===== src/hdl/pesm_pkg.sv =====
/*
  Shared constants for the event status, mask and sense register block:
  register offsets, bit positions, reset values, valid-bit layouts and the
  serial engine states. Assumes an 8-bit register address and 8-bit data.
*/
package pesm_pkg;

  // ==========================================================
  // register offsets on the serial control port
  localparam logic [7:0] OFF_LIVE_SENSE0   = 8'h07;
  localparam logic [7:0] OFF_CONV_STATUS   = 8'h08;
  localparam logic [7:0] OFF_CONV_MASK     = 8'h09;
  localparam logic [7:0] OFF_CONV_SENSE    = 8'h0a;
  localparam logic [7:0] OFF_BOOST_STATUS  = 8'h0e;
  localparam logic [7:0] OFF_BOOST_MASK    = 8'h0f;
  localparam logic [7:0] OFF_BOOST_SENSE   = 8'h10;
  localparam logic [7:0] OFF_LINREG_STATUS = 8'h11;
  localparam logic [7:0] OFF_LINREG_MASK   = 8'h12;
  localparam logic [7:0] OFF_LINREG_SENSE  = 8'h13;

  // ==========================================================
  // bit positions
  localparam int POS_PWR_BUTTON  = 0;
  localparam int POS_UNDERVOLT   = 1;
  localparam int POS_THERM_LO    = 2;
  localparam int POS_FUSE_SUPPLY = 7;
  localparam int POS_BUCK_1A     = 0;
  localparam int POS_BUCK_1B     = 1;
  localparam int POS_BUCK_2      = 3;
  localparam int POS_BUCK_3A     = 4;
  localparam int POS_BUCK_3B     = 5;
  localparam int POS_BOOST       = 0;
  localparam int POS_FUSE_ERROR  = 7;
  localparam int POS_LDO_LO      = 0;

  // ==========================================================
  // implemented bits and reset values
  localparam logic [7:0] CONV_STAT_BITS   = 8'h3b;
  localparam logic [7:0] CONV_MASK_BITS   = 8'h7f;
  localparam logic [7:0] BOOST_BITS       = 8'h81;
  localparam logic [7:0] LINREG_BITS      = 8'h3f;
  localparam logic [7:0] STAT_RESET       = 8'h00;
  localparam logic [7:0] CONV_MASK_RESET  = 8'h7f;
  localparam logic [7:0] BOOST_MASK_RESET = 8'h81;
  localparam logic [7:0] LINREG_MASK_RESET = 8'h3f;

  // arbitrary neutral default for the 7-bit bus address
  localparam logic [6:0] DEV_ADDR_DEFAULT = 7'h2a;
  localparam logic [3:0] BITS_PER_BYTE    = 4'h8;

  typedef enum logic [3:0] {
    ST_IDLE, ST_ADDR, ST_ADDR_ACK, ST_REG, ST_REG_ACK,
    ST_WDATA, ST_WDATA_ACK, ST_RDATA, ST_RDATA_ACK
  } pesm_state_e;

endpackage


===== src/hdl/pesm_sync_if.sv =====
/*
  Carrier for synchronised pin and detector levels between the input
  synchroniser and the register core. Single clock domain.
*/
`timescale 1ns/100ps
interface pesm_sync_if;
  logic       scl;        // serial clock level
  logic       sda;        // serial data level
  logic       pwr_btn;    // power button level
  logic       uvolt;      // input undervoltage level
  logic [3:0] therm;      // four thermal threshold levels
  logic       fuse_sup;   // fuse supply pin level
  logic [4:0] buck;       // buck 1A,1B,2,3A,3B over-limit
  logic       boost;      // boost over-limit
  logic       fuse_err;   // fuse error detector
  logic [5:0] ldo;        // six linear regulator over-limit

  modport src (output scl, sda, pwr_btn, uvolt, therm, fuse_sup,
               buck, boost, fuse_err, ldo);
  modport dst (input scl, sda, pwr_btn, uvolt, therm, fuse_sup,
               buck, boost, fuse_err, ldo);
endinterface


===== src/hdl/pesm_sync.sv =====
/*
  Two-stage synchroniser for every asynchronous pin and detector input.
  Assumes inputs may change at any time relative to ref_clk.
*/
`timescale 1ns/100ps
module pesm_sync
(
  input  wire logic       ref_clk,   // block clock
  input  wire logic       nrst,      // async reset, active low
  input  wire logic [21:0] raw,      // packed raw inputs
  pesm_sync_if.src        so         // synchronised levels
);
  import pesm_pkg::*;

  logic [21:0] meta_q;
  logic [21:0] meta_d;
  logic [21:0] sync_q;
  logic [21:0] sync_d;

  always_comb
  begin
    meta_d = raw;
    sync_d = meta_q;
  end

  // idle bus lines reset high so no false start is seen
  always_ff @(posedge ref_clk or negedge nrst)
  begin
    if (!nrst)
    begin
      meta_q <= 22'h300000;
      sync_q <= 22'h300000;
    end
    else
    begin
      meta_q <= meta_d;
      sync_q <= sync_d;
    end
  end

  assign {so.scl, so.sda, so.ldo, so.fuse_err, so.boost, so.buck,
          so.fuse_sup, so.therm, so.uvolt, so.pwr_btn} = sync_q;
endmodule


===== src/hdl/pesm_top.sv =====
/*
  Event status, mask and sense registers behind a two-wire serial control
  port, with an active-low interrupt output. Assumes the analog detectors
  deliver debounced levels and that the host is the only bus master.
*/
`timescale 1ns/100ps
// Overview of operation
// - sense bit 0 shows power button level
// - sense bit 1 high when input undervoltage
// - sense bits 2-5 show thermal thresholds
// - sense bit 7 shows fuse supply pin
// - buck fault flags latch, write-1 clears
// - buck masks read/write, bits 0-6 reset one
// - buck sense bits show live over-limit
// - boost fault flag bit 0, write-1 clears
// - fuse error flag bit 7, write-1 clears
// - boost and fuse error masks reset one
// - boost sense bit 0 live
// - fuse error sense bit 7 live
// - six regulator flags latch, write-1 clears
// - six regulator masks reset one
// - six regulator sense bits live
// - interrupt low while unmasked flag set
// - flags hold until cleared, set wins
// - unmasking a set flag raises interrupt
module pesm_top
#(
  parameter logic [6:0] DEV_ADDR = pesm_pkg::DEV_ADDR_DEFAULT  // bus address
)
(
  input  wire logic       ref_clk,          // 20 MHz clock
  input  wire logic       nrst,             // async reset, active low
  input  wire logic       scl_in,           // serial clock pin
  input  wire logic       sda_in,           // serial data pin level
  output logic            sda_out,          // serial data drive value
  output logic            sda_oe_n,         // low while pulling data low
  output logic            irq_out_n,        // interrupt, active low
  input  wire logic       power_button_pin, // power button pin
  input  wire logic       input_uvolt_det,  // input at or below 2.8 V
  input  wire logic [3:0] thermal_det,      // 110/120/125/130 exceeded
  input  wire logic       fuse_supply_pin,  // fuse supply pin
  input  wire logic [4:0] buck_fault_det,   // 1A,1B,2,3A,3B over limit
  input  wire logic       boost_fault_det,  // boost over limit
  input  wire logic       fuse_error_det,   // fuse error detected
  input  wire logic [5:0] ldo_fault_det     // regulators 1..6 over limit
);
  import pesm_pkg::*;

  // ==========================================================
  // input synchronisation
  pesm_sync_if sy ();

  pesm_sync u_sync
  (
    .ref_clk (ref_clk),
    .nrst    (nrst),
    .raw     ({scl_in, sda_in, ldo_fault_det, fuse_error_det,
               boost_fault_det, buck_fault_det, fuse_supply_pin,
               thermal_det, input_uvolt_det, power_button_pin}),
    .so      (sy.src)
  );

  // ==========================================================
  // live sense views
  logic [7:0] sense0;
  logic [7:0] conv_sense;
  logic [7:0] boost_sense;
  logic [7:0] ldo_sense;

  always_comb
  begin
    sense0                      = 8'h00;
    sense0[POS_PWR_BUTTON]      = sy.pwr_btn;
    sense0[POS_UNDERVOLT]       = sy.uvolt;
    sense0[POS_THERM_LO +: 4]   = sy.therm;
    sense0[POS_FUSE_SUPPLY]     = sy.fuse_sup;
    conv_sense                  = 8'h00;
    conv_sense[POS_BUCK_1A]     = sy.buck[0];
    conv_sense[POS_BUCK_1B]     = sy.buck[1];
    conv_sense[POS_BUCK_2]      = sy.buck[2];
    conv_sense[POS_BUCK_3A]     = sy.buck[3];
    conv_sense[POS_BUCK_3B]     = sy.buck[4];
    boost_sense                 = 8'h00;
    boost_sense[POS_BOOST]      = sy.boost;
    boost_sense[POS_FUSE_ERROR] = sy.fuse_err;
    ldo_sense                   = 8'h00;
    ldo_sense[POS_LDO_LO +: 6]  = sy.ldo;
  end

  // ==========================================================
  // register state
  logic [7:0] conv_stat_q,  conv_stat_d;
  logic [7:0] conv_mask_q,  conv_mask_d;
  logic [7:0] boost_stat_q, boost_stat_d;
  logic [7:0] boost_mask_q, boost_mask_d;
  logic [7:0] ldo_stat_q,   ldo_stat_d;
  logic [7:0] ldo_mask_q,   ldo_mask_d;
  logic [7:0] conv_prev_q;
  logic [7:0] boost_prev_q;
  logic [7:0] ldo_prev_q;
  logic       irq_n_q,      irq_n_d;

  // read mux is used for the first byte and for every auto-increment
  function automatic logic [7:0] rd_mux(input logic [7:0] a);
    logic [7:0] v;
    v = 8'h00;
    unique case (a)
      OFF_LIVE_SENSE0:   v = sense0;
      OFF_CONV_STATUS:   v = conv_stat_q;
      OFF_CONV_MASK:     v = conv_mask_q;
      OFF_CONV_SENSE:    v = conv_sense;
      OFF_BOOST_STATUS:  v = boost_stat_q;
      OFF_BOOST_MASK:    v = boost_mask_q;
      OFF_BOOST_SENSE:   v = boost_sense;
      OFF_LINREG_STATUS: v = ldo_stat_q;
      OFF_LINREG_MASK:   v = ldo_mask_q;
      OFF_LINREG_SENSE:  v = ldo_sense;
      default:           v = 8'h00;
    endcase
    return v;
  endfunction

  // ==========================================================
  // serial control port
  pesm_state_e st_q, st_d;
  logic [3:0]  cnt_q, cnt_d;
  logic [7:0]  sh_q, sh_d;
  logic [7:0]  ptr_q, ptr_d;
  logic        rw_q, rw_d;
  logic        nack_q, nack_d;
  logic        oe_n_q, drv_d;
  logic        scl_p_q, sda_p_q;
  logic        scl_rise, scl_fall, start_seen, stop_seen;
  logic        wr_en;

  assign scl_rise   = sy.scl & ~scl_p_q;
  assign scl_fall   = ~sy.scl & scl_p_q;
  assign start_seen = sy.scl & scl_p_q & sda_p_q & ~sy.sda;
  assign stop_seen  = sy.scl & scl_p_q & ~sda_p_q & sy.sda;

  always_comb
  begin
    st_d   = st_q;
    cnt_d  = cnt_q;
    sh_d   = sh_q;
    ptr_d  = ptr_q;
    rw_d   = rw_q;
    nack_d = nack_q;
    drv_d  = ~oe_n_q;
    wr_en  = 1'b0;
    if (start_seen)
    begin
      st_d  = ST_ADDR;
      cnt_d = 4'h0;
      drv_d = 1'b0;
    end
    else if (stop_seen)
    begin
      st_d  = ST_IDLE;
      drv_d = 1'b0;
    end
    else if (scl_rise)
    begin
      if (st_q == ST_ADDR || st_q == ST_REG || st_q == ST_WDATA)
      begin
        sh_d  = {sh_q[6:0], sy.sda};
        cnt_d = cnt_q + 4'h1;
      end
      else if (st_q == ST_RDATA_ACK)
        nack_d = sy.sda;
    end
    else if (scl_fall)
    begin
      unique case (st_q)
        ST_IDLE: ;
        ST_ADDR:
          if (cnt_q == BITS_PER_BYTE)
          begin
            // other addresses are left alone until the next start
            st_d  = (sh_q[7:1] == DEV_ADDR) ? ST_ADDR_ACK : ST_IDLE;
            drv_d = (sh_q[7:1] == DEV_ADDR);
            rw_d  = sh_q[0];
          end
        ST_ADDR_ACK:
        begin
          cnt_d = 4'h0;
          if (rw_q)
          begin
            st_d  = ST_RDATA;
            sh_d  = rd_mux(ptr_q);
            drv_d = ~sh_d[7];
            ptr_d = ptr_q + 8'h01;
          end
          else
          begin
            st_d  = ST_REG;
            drv_d = 1'b0;
          end
        end
        ST_REG:
          if (cnt_q == BITS_PER_BYTE)
          begin
            ptr_d = sh_q;
            st_d  = ST_REG_ACK;
            drv_d = 1'b1;
          end
        ST_REG_ACK, ST_WDATA_ACK:
        begin
          st_d  = ST_WDATA;
          cnt_d = 4'h0;
          drv_d = 1'b0;
        end
        ST_WDATA:
          if (cnt_q == BITS_PER_BYTE)
          begin
            wr_en = 1'b1;
            ptr_d = ptr_q + 8'h01;
            st_d  = ST_WDATA_ACK;
            drv_d = 1'b1;
          end
        ST_RDATA:
          if (cnt_q == 4'h7)
          begin
            st_d  = ST_RDATA_ACK;
            drv_d = 1'b0;
          end
          else
          begin
            sh_d  = {sh_q[6:0], 1'b0};
            drv_d = ~sh_q[6];
            cnt_d = cnt_q + 4'h1;
          end
        ST_RDATA_ACK:
          if (nack_q)
            st_d = ST_IDLE;
          else
          begin
            st_d  = ST_RDATA;
            cnt_d = 4'h0;
            sh_d  = rd_mux(ptr_q);
            drv_d = ~sh_d[7];
            ptr_d = ptr_q + 8'h01;
          end
      endcase
    end
  end

  // ==========================================================
  // flags, masks and interrupt
  logic [7:0] conv_set, boost_set, ldo_set;
  logic [7:0] wr_data;

  always_comb
  begin
    wr_data                    = sh_q;
    conv_set                   = conv_sense & ~conv_prev_q;
    boost_set                  = boost_sense & ~boost_prev_q;
    ldo_set                    = ldo_sense & ~ldo_prev_q;
    conv_stat_d  = (conv_stat_q | conv_set) & CONV_STAT_BITS;
    boost_stat_d = (boost_stat_q | boost_set) & BOOST_BITS;
    ldo_stat_d   = (ldo_stat_q | ldo_set) & LINREG_BITS;
    conv_mask_d  = conv_mask_q;
    boost_mask_d = boost_mask_q;
    ldo_mask_d   = ldo_mask_q;
    if (wr_en)
    begin
      // a clear and a new event in one cycle keep the flag set
      unique case (ptr_q)
        OFF_CONV_STATUS:   conv_stat_d  = ((conv_stat_q & ~wr_data) | conv_set)
                                          & CONV_STAT_BITS;
        OFF_BOOST_STATUS:  boost_stat_d = ((boost_stat_q & ~wr_data) | boost_set)
                                          & BOOST_BITS;
        OFF_LINREG_STATUS: ldo_stat_d   = ((ldo_stat_q & ~wr_data) | ldo_set)
                                          & LINREG_BITS;
        OFF_CONV_MASK:     conv_mask_d  = wr_data & CONV_MASK_BITS;
        OFF_BOOST_MASK:    boost_mask_d = wr_data & BOOST_BITS;
        OFF_LINREG_MASK:   ldo_mask_d   = wr_data & LINREG_BITS;
        default: ;
      endcase
    end
    irq_n_d = ~|((conv_stat_d & ~conv_mask_d) | (boost_stat_d & ~boost_mask_d)
                 | (ldo_stat_d & ~ldo_mask_d));
  end

  always_ff @(posedge ref_clk or negedge nrst)
  begin
    if (!nrst)
    begin
      st_q         <= ST_IDLE;
      cnt_q        <= 4'h0;
      sh_q         <= 8'h00;
      ptr_q        <= 8'h00;
      rw_q         <= 1'b0;
      nack_q       <= 1'b0;
      oe_n_q       <= 1'b1;
      scl_p_q      <= 1'b1;
      sda_p_q      <= 1'b1;
      conv_stat_q  <= STAT_RESET;
      boost_stat_q <= STAT_RESET;
      ldo_stat_q   <= STAT_RESET;
      conv_mask_q  <= CONV_MASK_RESET;
      boost_mask_q <= BOOST_MASK_RESET;
      ldo_mask_q   <= LINREG_MASK_RESET;
      conv_prev_q  <= 8'h00;
      boost_prev_q <= 8'h00;
      ldo_prev_q   <= 8'h00;
      irq_n_q      <= 1'b1;
    end
    else
    begin
      st_q         <= st_d;
      cnt_q        <= cnt_d;
      sh_q         <= sh_d;
      ptr_q        <= ptr_d;
      rw_q         <= rw_d;
      nack_q       <= nack_d;
      oe_n_q       <= ~drv_d;
      scl_p_q      <= sy.scl;
      sda_p_q      <= sy.sda;
      conv_stat_q  <= conv_stat_d;
      boost_stat_q <= boost_stat_d;
      ldo_stat_q   <= ldo_stat_d;
      conv_mask_q  <= conv_mask_d;
      boost_mask_q <= boost_mask_d;
      ldo_mask_q   <= ldo_mask_d;
      conv_prev_q  <= conv_sense;
      boost_prev_q <= boost_sense;
      ldo_prev_q   <= ldo_sense;
      irq_n_q      <= irq_n_d;
    end
  end

  assign sda_out   = 1'b0;
  assign sda_oe_n  = oe_n_q;
  assign irq_out_n = irq_n_q;

  // ==========================================================
  // checks
  a_buck_flag_set: assert property (@(posedge ref_clk) disable iff (!nrst)
    $rose(sy.buck[2]) |=> conv_stat_q[POS_BUCK_2])
    else $error("buck 2 fault edge not latched");
  a_boost_flag_set: assert property (@(posedge ref_clk) disable iff (!nrst)
    $rose(sy.boost) |=> boost_stat_q[POS_BOOST])
    else $error("boost fault edge not latched");
  a_fuse_flag_set: assert property (@(posedge ref_clk) disable iff (!nrst)
    $rose(sy.fuse_err) |=> boost_stat_q[POS_FUSE_ERROR])
    else $error("fuse error edge not latched");
  a_flag_holds: assert property (@(posedge ref_clk) disable iff (!nrst)
    ldo_stat_q[0] && !(wr_en && ptr_q == OFF_LINREG_STATUS) |=> ldo_stat_q[0])
    else $error("regulator flag dropped without a clear");
  a_set_wins_clear: assert property (@(posedge ref_clk) disable iff (!nrst)
    wr_en && ptr_q == OFF_CONV_STATUS && conv_set[0] |=> conv_stat_q[0] ##1 !irq_out_n
      || conv_mask_q[0])
    else $error("event lost during clear");
  a_ldo_clear: assert property (@(posedge ref_clk) disable iff (!nrst)
    wr_en && ptr_q == OFF_LINREG_STATUS && sh_q[3] && !ldo_set[3] |=> !ldo_stat_q[3])
    else $error("regulator flag not cleared by write one");
  a_irq_asserts: assert property (@(posedge ref_clk) disable iff (!nrst)
    (|(boost_stat_q & ~boost_mask_q)) |-> !irq_out_n)
    else $error("interrupt not asserted for unmasked flag");
  a_irq_releases: assert property (@(posedge ref_clk) disable iff (!nrst)
    ((conv_stat_q | boost_stat_q | ldo_stat_q) == 8'h00) |-> irq_out_n)
    else $error("interrupt low with no flag set");
  a_unmask_raises: assert property (@(posedge ref_clk) disable iff (!nrst)
    $fell(conv_mask_q[1]) && conv_stat_q[1] |-> !irq_out_n)
    else $error("unmasking a set flag did not raise interrupt");
  a_reserved_zero: assert property (@(posedge ref_clk) disable iff (!nrst)
    conv_stat_q[2] == 1'b0 && conv_stat_q[7:6] == 2'b00 && ldo_mask_q[7:6] == 2'b00)
    else $error("unused bit set");
  a_sense_live: assert property (@(posedge ref_clk) disable iff (!nrst)
    $rose(power_button_pin) |-> ##2 sense0[POS_PWR_BUTTON])
    else $error("power button level not shown");
endmodule


===== config.mk =====
export PLATFORM = sky130hd
export DESIGN_NAME = pesm_top
export DESIGN_NICKNAME = d
export VERILOG_FILES = /design/src/hdl/pesm_pkg.sv /design/src/hdl/pesm_sync_if.sv /design/src/hdl/pesm_sync.sv /design/src/hdl/pesm_top.sv
export SDC_FILE = /design/constraint.sdc
export NUM_CORES = 1
export LEC_CHECK = 0
export ABC_AREA = 1
export BUFFER_PORTS_ARGS = -buffer_cell sky130_fd_sc_hd__buf_2
export CAP_MARGIN = 20
export CORE_AREA = 2 2 100 102
export DETAILED_ROUTE_END_ITERATION = 16
export DIE_AREA = 0 0 102 104
export HOLD_SLACK_MARGIN = 0.12
export PLACE_DENSITY_LB_ADDON = 0.1
export SLEW_MARGIN = 20
export SYNTH_ARGS = -nofsm -noshare
export SYNTH_HDL_FRONTEND = slang
export SYNTH_SLANG_ARGS = --single-unit

===== constraint.sdc =====
create_clock -name ref_clk -period 3.42 [get_ports ref_clk]
set_input_delay 0.171 -clock ref_clk [delete_from_list [all_inputs] [get_ports ref_clk]]
set_output_delay 0.171 -clock ref_clk [all_outputs]
set_load 0.1 [all_outputs]

# Yosys cells after proc, flatten, opt, wreduce, memory -nomap -nowiden

Index checks and enable logic that the tools add are counted.

Add/subtract/negate cells: 2
Multipliers: 0
Divide/modulo/power cells: 0
Order comparisons: 0
Equality and inequality tests: 38
Shift-type cells: 0
Multiplexer cells: 73
Bitwise gates (word level): 44
Reduce and logical (&&, ||, !) cells: 20

Operator list:

| operator           | count |
|---|---|
| $mux 8             | 32 |
| $pmux 8 s10        | 1 |
| $mux 4             | 15 |
| $and 8x8->8        | 5 |
| $eq 8x4->1 const B | 5 |
| $not 8->8          | 5 |
| $eq 8x5->1 const B | 4 |
| $or 8x8->8         | 4 |
| $pmux 8 s4         | 1 |
| $pmux 4 s7         | 1 |
| $and 6x6->6        | 4 |
| $or 6x6->6         | 4 |
| $pmux 8 s3         | 1 |
| $eq 4x3->1 const B | 5 |
| $mux 1             | 15 |
| $not 1->1          | 13 |
| $mux 6             | 2 |
| $ne 4x3->1 const B | 3 |
| $ne 4x4->1 const B | 3 |
| $not 6->6          | 2 |
| $pmux 4 s3         | 1 |
| $reduce_and 6->1   | 2 |
| $ne 3x3->1 const B | 3 |
| $reduce_and 9->1   | 1 |
| other kinds (27)   | 45 |

Register bits after elaboration: 135
Bits in latches: 0
Bits in writable memories: 0
ROM bits: 0
Input bits: 24
Memories kept: 0

# Logic depth before layout (Yosys ltp)

Depth after elaboration: 16
Depth in mapped cells: 15
Mapped depth without buffers: 15

# Modules after synthesis

From an unflattened synthesis, not the netlist that was laid out.

Cell total of the unflattened synthesis: 741
Area total of the unflattened synthesis: 6,007.0 um^2

Modules (own cells, without submodules):

| module    | times used | cells each | area each (um^2) |
|---|---|---|---|
| pesm_top  | 1          | 697        | 4,901.0 |
| pesm_sync | 1          | 44         | 1,106.1 |

# Least setup slack after synthesis

Ideal clock, no wire load.

Path type: reg2reg
Start: register scl_p_q
End: register irq_n_q, in the netlist irq_out_n
Setup time: 0.067 ns
Arrival time: 1.863 ns
Data required time: 3.353 ns
Path slack: 1.489 ns
Stages on the path, launching flop included: 15
Path buffers: 1
Cells stage by stage: dfstp_2 inv_1 ha_1 inv_4 nand2_2 inv_2 nand3_4 nor2_8 buf_4 nand2_1 nand2_1 nor2_1 nor2_1 nand3_1 nor2_1

Longest elaborated chain between the ends: 12
Elaborated cells between the ends (all ways): 28

RTL lines:

| item                                         | RTL line                         | text |
|---|---|---|
| from (decl)                                  | pesm_top.sv:132                  | `logic scl_p_q, sda_p_q;` |
| from (signal assigned)                       | pesm_top.sv:318                  | `scl_p_q <= sy.scl;` |
| $and 1x1->1, or another cell as far along    | pesm_top.sv:137                  | `assign scl_fall = ~sy.scl & scl_p_q;` |
| $mux 1, or another cell as far along         | pesm_top.sv:172                  | `else if (scl_fall)` |
| $mux 1 / $and 1x1->1 (equally long branches) | pesm_top.sv:162, pesm_top.sv:139 |  |
| $mux 1                                       | pesm_top.sv:157                  | `else if (stop_seen)` |
| $mux 1 *                                     | pesm_top.sv:151                  | `if (start_seen)` |
| $mux 8                                       | pesm_top.sv:265                  | `if (wr_en)` |
| $not 8->8                                    | pesm_top.sv:281                  | `irq_n_d = ~\|((conv_stat_d & ~conv_mask_d) \| (boost_stat_d & ~boost_mask_d)` |
| $and 8x8->8                                  | pesm_top.sv:281                  |  |
| $or 8x8->8                                   | pesm_top.sv:281                  |  |
| $or 8x8->8 *                                 | pesm_top.sv:282                  | `\| (ldo_stat_d & ~ldo_mask_d));` |
| $reduce_or 8->1 *                            | pesm_top.sv:281                  |  |
| $logic_not 1->1 *                            | pesm_top.sv:281                  |  |
| named net irq_n_d                            | pesm_top.sv:101                  | `logic irq_n_q, irq_n_d;` |
| to (signal assigned)                         | pesm_top.sv:329                  | `irq_n_q <= irq_n_d;` |
| to (decl)                                    | pesm_top.sv:101                  |  |

The timed path passes the listed nets; every way through them passes the cells marked *.
A chain may end at the register's enable or synchronous reset.

# Worst setup path in the final report

Start: register ptr_q[6]
End: register irq_n_q, in the netlist irq_out_n

Longest elaborated chain between the ends: 9
Elaborated cells between the ends (all ways): 28

RTL lines:

| item                     | RTL line        | text |
|---|---|---|
| from (decl)              | pesm_top.sv:128 | `logic [7:0] ptr_q, ptr_d;` |
| from (signal assigned)   | pesm_top.sv:314 | `ptr_q <= ptr_d;` |
| $eq 8x4->1               | pesm_top.sv:268 | `unique case (ptr_q)` |
| $mux 8                   | pesm_top.sv:268 |  |
| $mux 8                   | pesm_top.sv:265 |  |
| named net conv_mask_d[1] | pesm_top.sv:93  | `logic [7:0] conv_mask_q, conv_mask_d;` |
| $not 8->8                | pesm_top.sv:281 |  |
| $and 8x8->8              | pesm_top.sv:281 |  |
| $or 8x8->8               | pesm_top.sv:281 |  |
| $or 8x8->8               | pesm_top.sv:282 |  |
| $reduce_or 8->1          | pesm_top.sv:281 |  |
| $logic_not 1->1          | pesm_top.sv:281 |  |
| named net irq_n_d        | pesm_top.sv:101 |  |

The timed path passes the listed nets, and every way through them passes these cells.

==> key figures <==
Clock tree
  – H-tree depth: 4
  – Worst skew pair latency: ~530 ps
  – Post-CTS Setup Repair Bufs: 0
  – # clock sinks: 124
  – Reg clk slew, reported paths: around 60 ps
  – CTS Hold Bufs: 23
  – Clock root buffer: clkbuf_8
  – CTS tree: yes
  – CTS resizes: 0
  – CTS Buf Count: 17
  – Longest Clk Path Bufs: 2

Setup path
  – Worst path cell trace: nor2_1 -> nand2_1 -> nor2_2 -> nand3_1 -> nand2_1 -> nand2_1 -> nor2_1 -> nor2_1 -> nand3_1 -> nor2_1
  – Crit path max fanout: 18
  – Critical path class: flop to flop
  – Reg2Reg Depth: 10
  – RR Endpoint: irq_out_n
  – Max stage delay on crit path: between 600 and 700 ps
  – R2r startpoint: ptr_q[6]
  – Crit path DAT: around 3000 ps
  – Startpoint Class: flop
  – CP max stage cell: nor2_2
  – FF-to-FF setup slack: ~870 ps
  – CP endpoint kind: flop
  – Most frequent CP cell: nor2_1
  – Worst Path Required: between 3000 and 4000 ps

Synth
  – Cell Area, Synth: between 0.006 and 0.007 sq mm
  – Yosys cell types: between 40 and 50
  – Post-Syn Instances: between 700 and 800
  – Post-Syn Nets: 767
  – Yosys reg bits: roughly 120
  – Sequential-to-total area share from yosys stat: 51.9%
  – Yosys warning count: 0
  – Avg Cell Area, Syn: about 8 sq um

Cells and area
  – Share of layout cells above drive strength 1: around 16%
  – Area of the multi-input gates: between 0.002 and 0.0025 sq mm
  – Antenna Cells: 0
  – Fill count: 709
  – Register area: between 0.003 and 0.004 sq mm
  – Area delta synth->final: 17.5%
  – Layout Nets: around 830
  – Fin util: roughly 74%

Routing
  – Drt drc: 0
  – Total routed wirelength: roughly 16000 microns
  – Metal2 WL: 7610 microns
  – DRT met1 WL: 6530 microns
  – Detail Route Antenna Nets: 0
  – Drt wl/cell: around 17 microns
  – Met3 wire length: 945 microns
  – Via count: approximately 5200
  – First-pass DRT Iterations: 5
  – Vias per Instance: approximately 5.6
  – DRT iter0 DRCs: 393
  – Max layer used: met4

Placement
  – RePlAce Congestion: about 1
  – Detailed Place HPWL: between 10000 and 15000 microns
  – PortBufs: 25

Hold path
  – Worst min path class: primary input to asynchronous set/reset pin

Timing
  – Min Tclk post-route: about 2600 ps
  – Rel. slew slack: between 40 and 50%
  – Layout Skew: ~9.8 ps
  – Tcrit/Tclk final: between 70% and 80%
  – Final Max Tran Viols: 0
  – Setup TNS: 0 ps
  – WHS: ~250 ps
  – Fmax: 391 MHz
  – Hold Fails Final Rpt: 0
  – Worst slew pin tran: ~770 ps
  – RSZ-0062 raised after global routing: false
  – Final setup viols: 0

Status
  – Outcome: complete, no violations

GRT
  – Tot GR Track Use: about a third
  – First-pass GRT wire length: between 20000 and 30000 microns
  – Vias in the first global route: 5075
  – Largest net degree at the start of global routing: 66
  – Global route overflow: 0
  – Initial antenna violation count: 0

Die
  – DIE HEIGHT: 104 microns
  – Row cnt: 36
  – Chip width: approximately 100 microns
  – Die ar.: approximately 0.011 sq mm
  – Top Ports: 27
  – Starting density of the core: between 60 and 70%
  – Core area: around 0.0095 sq mm

Power and ir drop
  – Power density cells: 569 mW/mm^2
  – Final Total Pwr: between 4 and 5 mW
  – Leakage: between 3 and 4 nW
  – Max IR drop VDD: about 0.00048 V

Job
  – Max-cap viol count: 0
critical path, delay by kind of cell, from the launching register on:
kind | cells | cell delay (ps)
DFF | 1 | 420
and+or+nand+nor | 10 | 2060
flip-flops by register name, summed over array words and instances, names as in the netlist, 2 cells and up, named ones only:
signal         count
u_sync.meta_q     22
u_sync.sync_q     22
ptr_q              8
sh_q               8
ldo_mask_q         6
ldo_prev_q         6
ldo_stat_q         6
conv_mask_q        5
conv_prev_q        5
conv_stat_q        5
cnt_q              4
st_q               4
boost_mask_q       2
boost_prev_q       2
boost_stat_q       2
cells in the final DEF, fill, tap and decap left out, drive strengths merged, types with 14 or more instances in the layout:
cell,netlist,routed
nor2,82,82
nand4,14,14
nand3,43,43
inv,97,103
dfstp,23,23
nand2,234,234
o21ai,51,51
buf,7,27
clkbuf,1,18
dfrtp,101,101
a21oi,34,34
dlygate4sd3,0,23
through the flow:
stage                     worst slack [ps]  cell area (sq um)  instances
final                                  866               7090        940
after global routing                   629               7090        940
after CTS                              950               7090        940
after detailed placement               944               6280        885
after global placement                1080               6280        885
after floorplan                       1490               6030        733
metal layers:
layer  global-route usage (%)  up-vias
li1                         -     2449
met4                     13.4        0
met3                     7.53       50
met5                     2.05        -
met1                     42.0     2519
met2                     50.3      201
cell usage after synthesis:
library cell / number / area share [%]
o21a_1: 1 / 0.12
clkinv_2: 1 / 0.083
a211oi_1: 1 / 0.12
inv_4: 2 / 0.21
nand3_2: 3 / 0.50
conb_1: 1 / 0.062
dfrtp_1: 101 / 42
nor2_4: 8 / 1.5
nand4_1: 14 / 1.5
nand2_1: 228 / 14
a22o_1: 1 / 0.15
nor3_1: 9 / 0.75
o211ai_1: 1 / 0.12
nor2_2: 9 / 0.93
xor2_1: 2 / 0.29
nor2_8: 1 / 0.33
a31oi_1: 1 / 0.10
o31ai_1: 2 / 0.25
nor3_4: 1 / 0.27
inv_1: 88 / 5.5
nor2_1: 64 / 4.0
buf_2: 1 / 0.083
o21ai_2: 1 / 0.15
nand2_2: 4 / 0.41
ha_1: 10 / 2.1
a21boi_0: 1 / 0.12
buf_4: 2 / 0.25
nand2_4: 2 / 0.37
o21ai_1: 3 / 0.25
a22oi_1: 4 / 0.50
clkinv_1: 1 / 0.062
o21ai_0: 47 / 3.9
o22ai_1: 2 / 0.21
nand3_4: 3 / 0.87
clkbuf_1: 1 / 0.062
dfstp_2: 23 / 10
a21oi_1: 34 / 2.8
inv_2: 7 / 0.44
nor4_1: 1 / 0.10
nand3_1: 37 / 3.1
nand3b_1: 3 / 0.37
or2_2: 3 / 0.31
buf_6: 4 / 0.75
worst max path at each step:
stage | startpoint | to | slack, ps | cells after the start
final | ptr_q[6] | irq_out_n | 870 | 10
after global routing | ptr_q[6] | irq_out_n | 630 | 10
after CTS | ptr_q[6] | irq_out_n | 950 | 10
after detailed placement | ptr_q[6] | irq_out_n | 940 | 10
after global placement | ptr_q[6] | irq_out_n | 1080 | 10
after floorplan | scl_p_q | irq_out_n | 1490 | 14
power breakdown:
group / internal (mW) / leakage, nW / switching [mW] / total [mW]
clock network: 1.05 / 0.281 / 0.704 / 1.75
logic: 0.165 / 1.73 / 0.392 / 0.557
registers: 1.58 / 1.44 / 0.136 / 1.72
cell families after synthesis:
| kind of cell | count (synthesis) | share of synthesized area (%) |
|---|---|---|
| AO/OA/AOI/OAI | 99 | 8.82 |
| XOR/XNOR | 2 | 0.291 |
| adder cells (fa/ha/maj) | 10 | 2.07 |
| buffers and inverters | 107 | 7.41 |
| other | 1 | 0.0622 |
| flip-flops | 124 | 51.9 |
| AND/OR/NAND/NOR | 390 | 29.4 |
layout make-up:
type                            count  share of cell area (%)
Clock buffer                       18                    5.90
Inverter                           99                    5.33
Clock inverter                     14                    2.21
Timing Repair Buffer               50                    5.44
Sequential cell                   124                    44.2
Tap cell                          133                    2.35
Multi-Input combinational cell    502                    34.6
(Power assumes the default switching activity.)
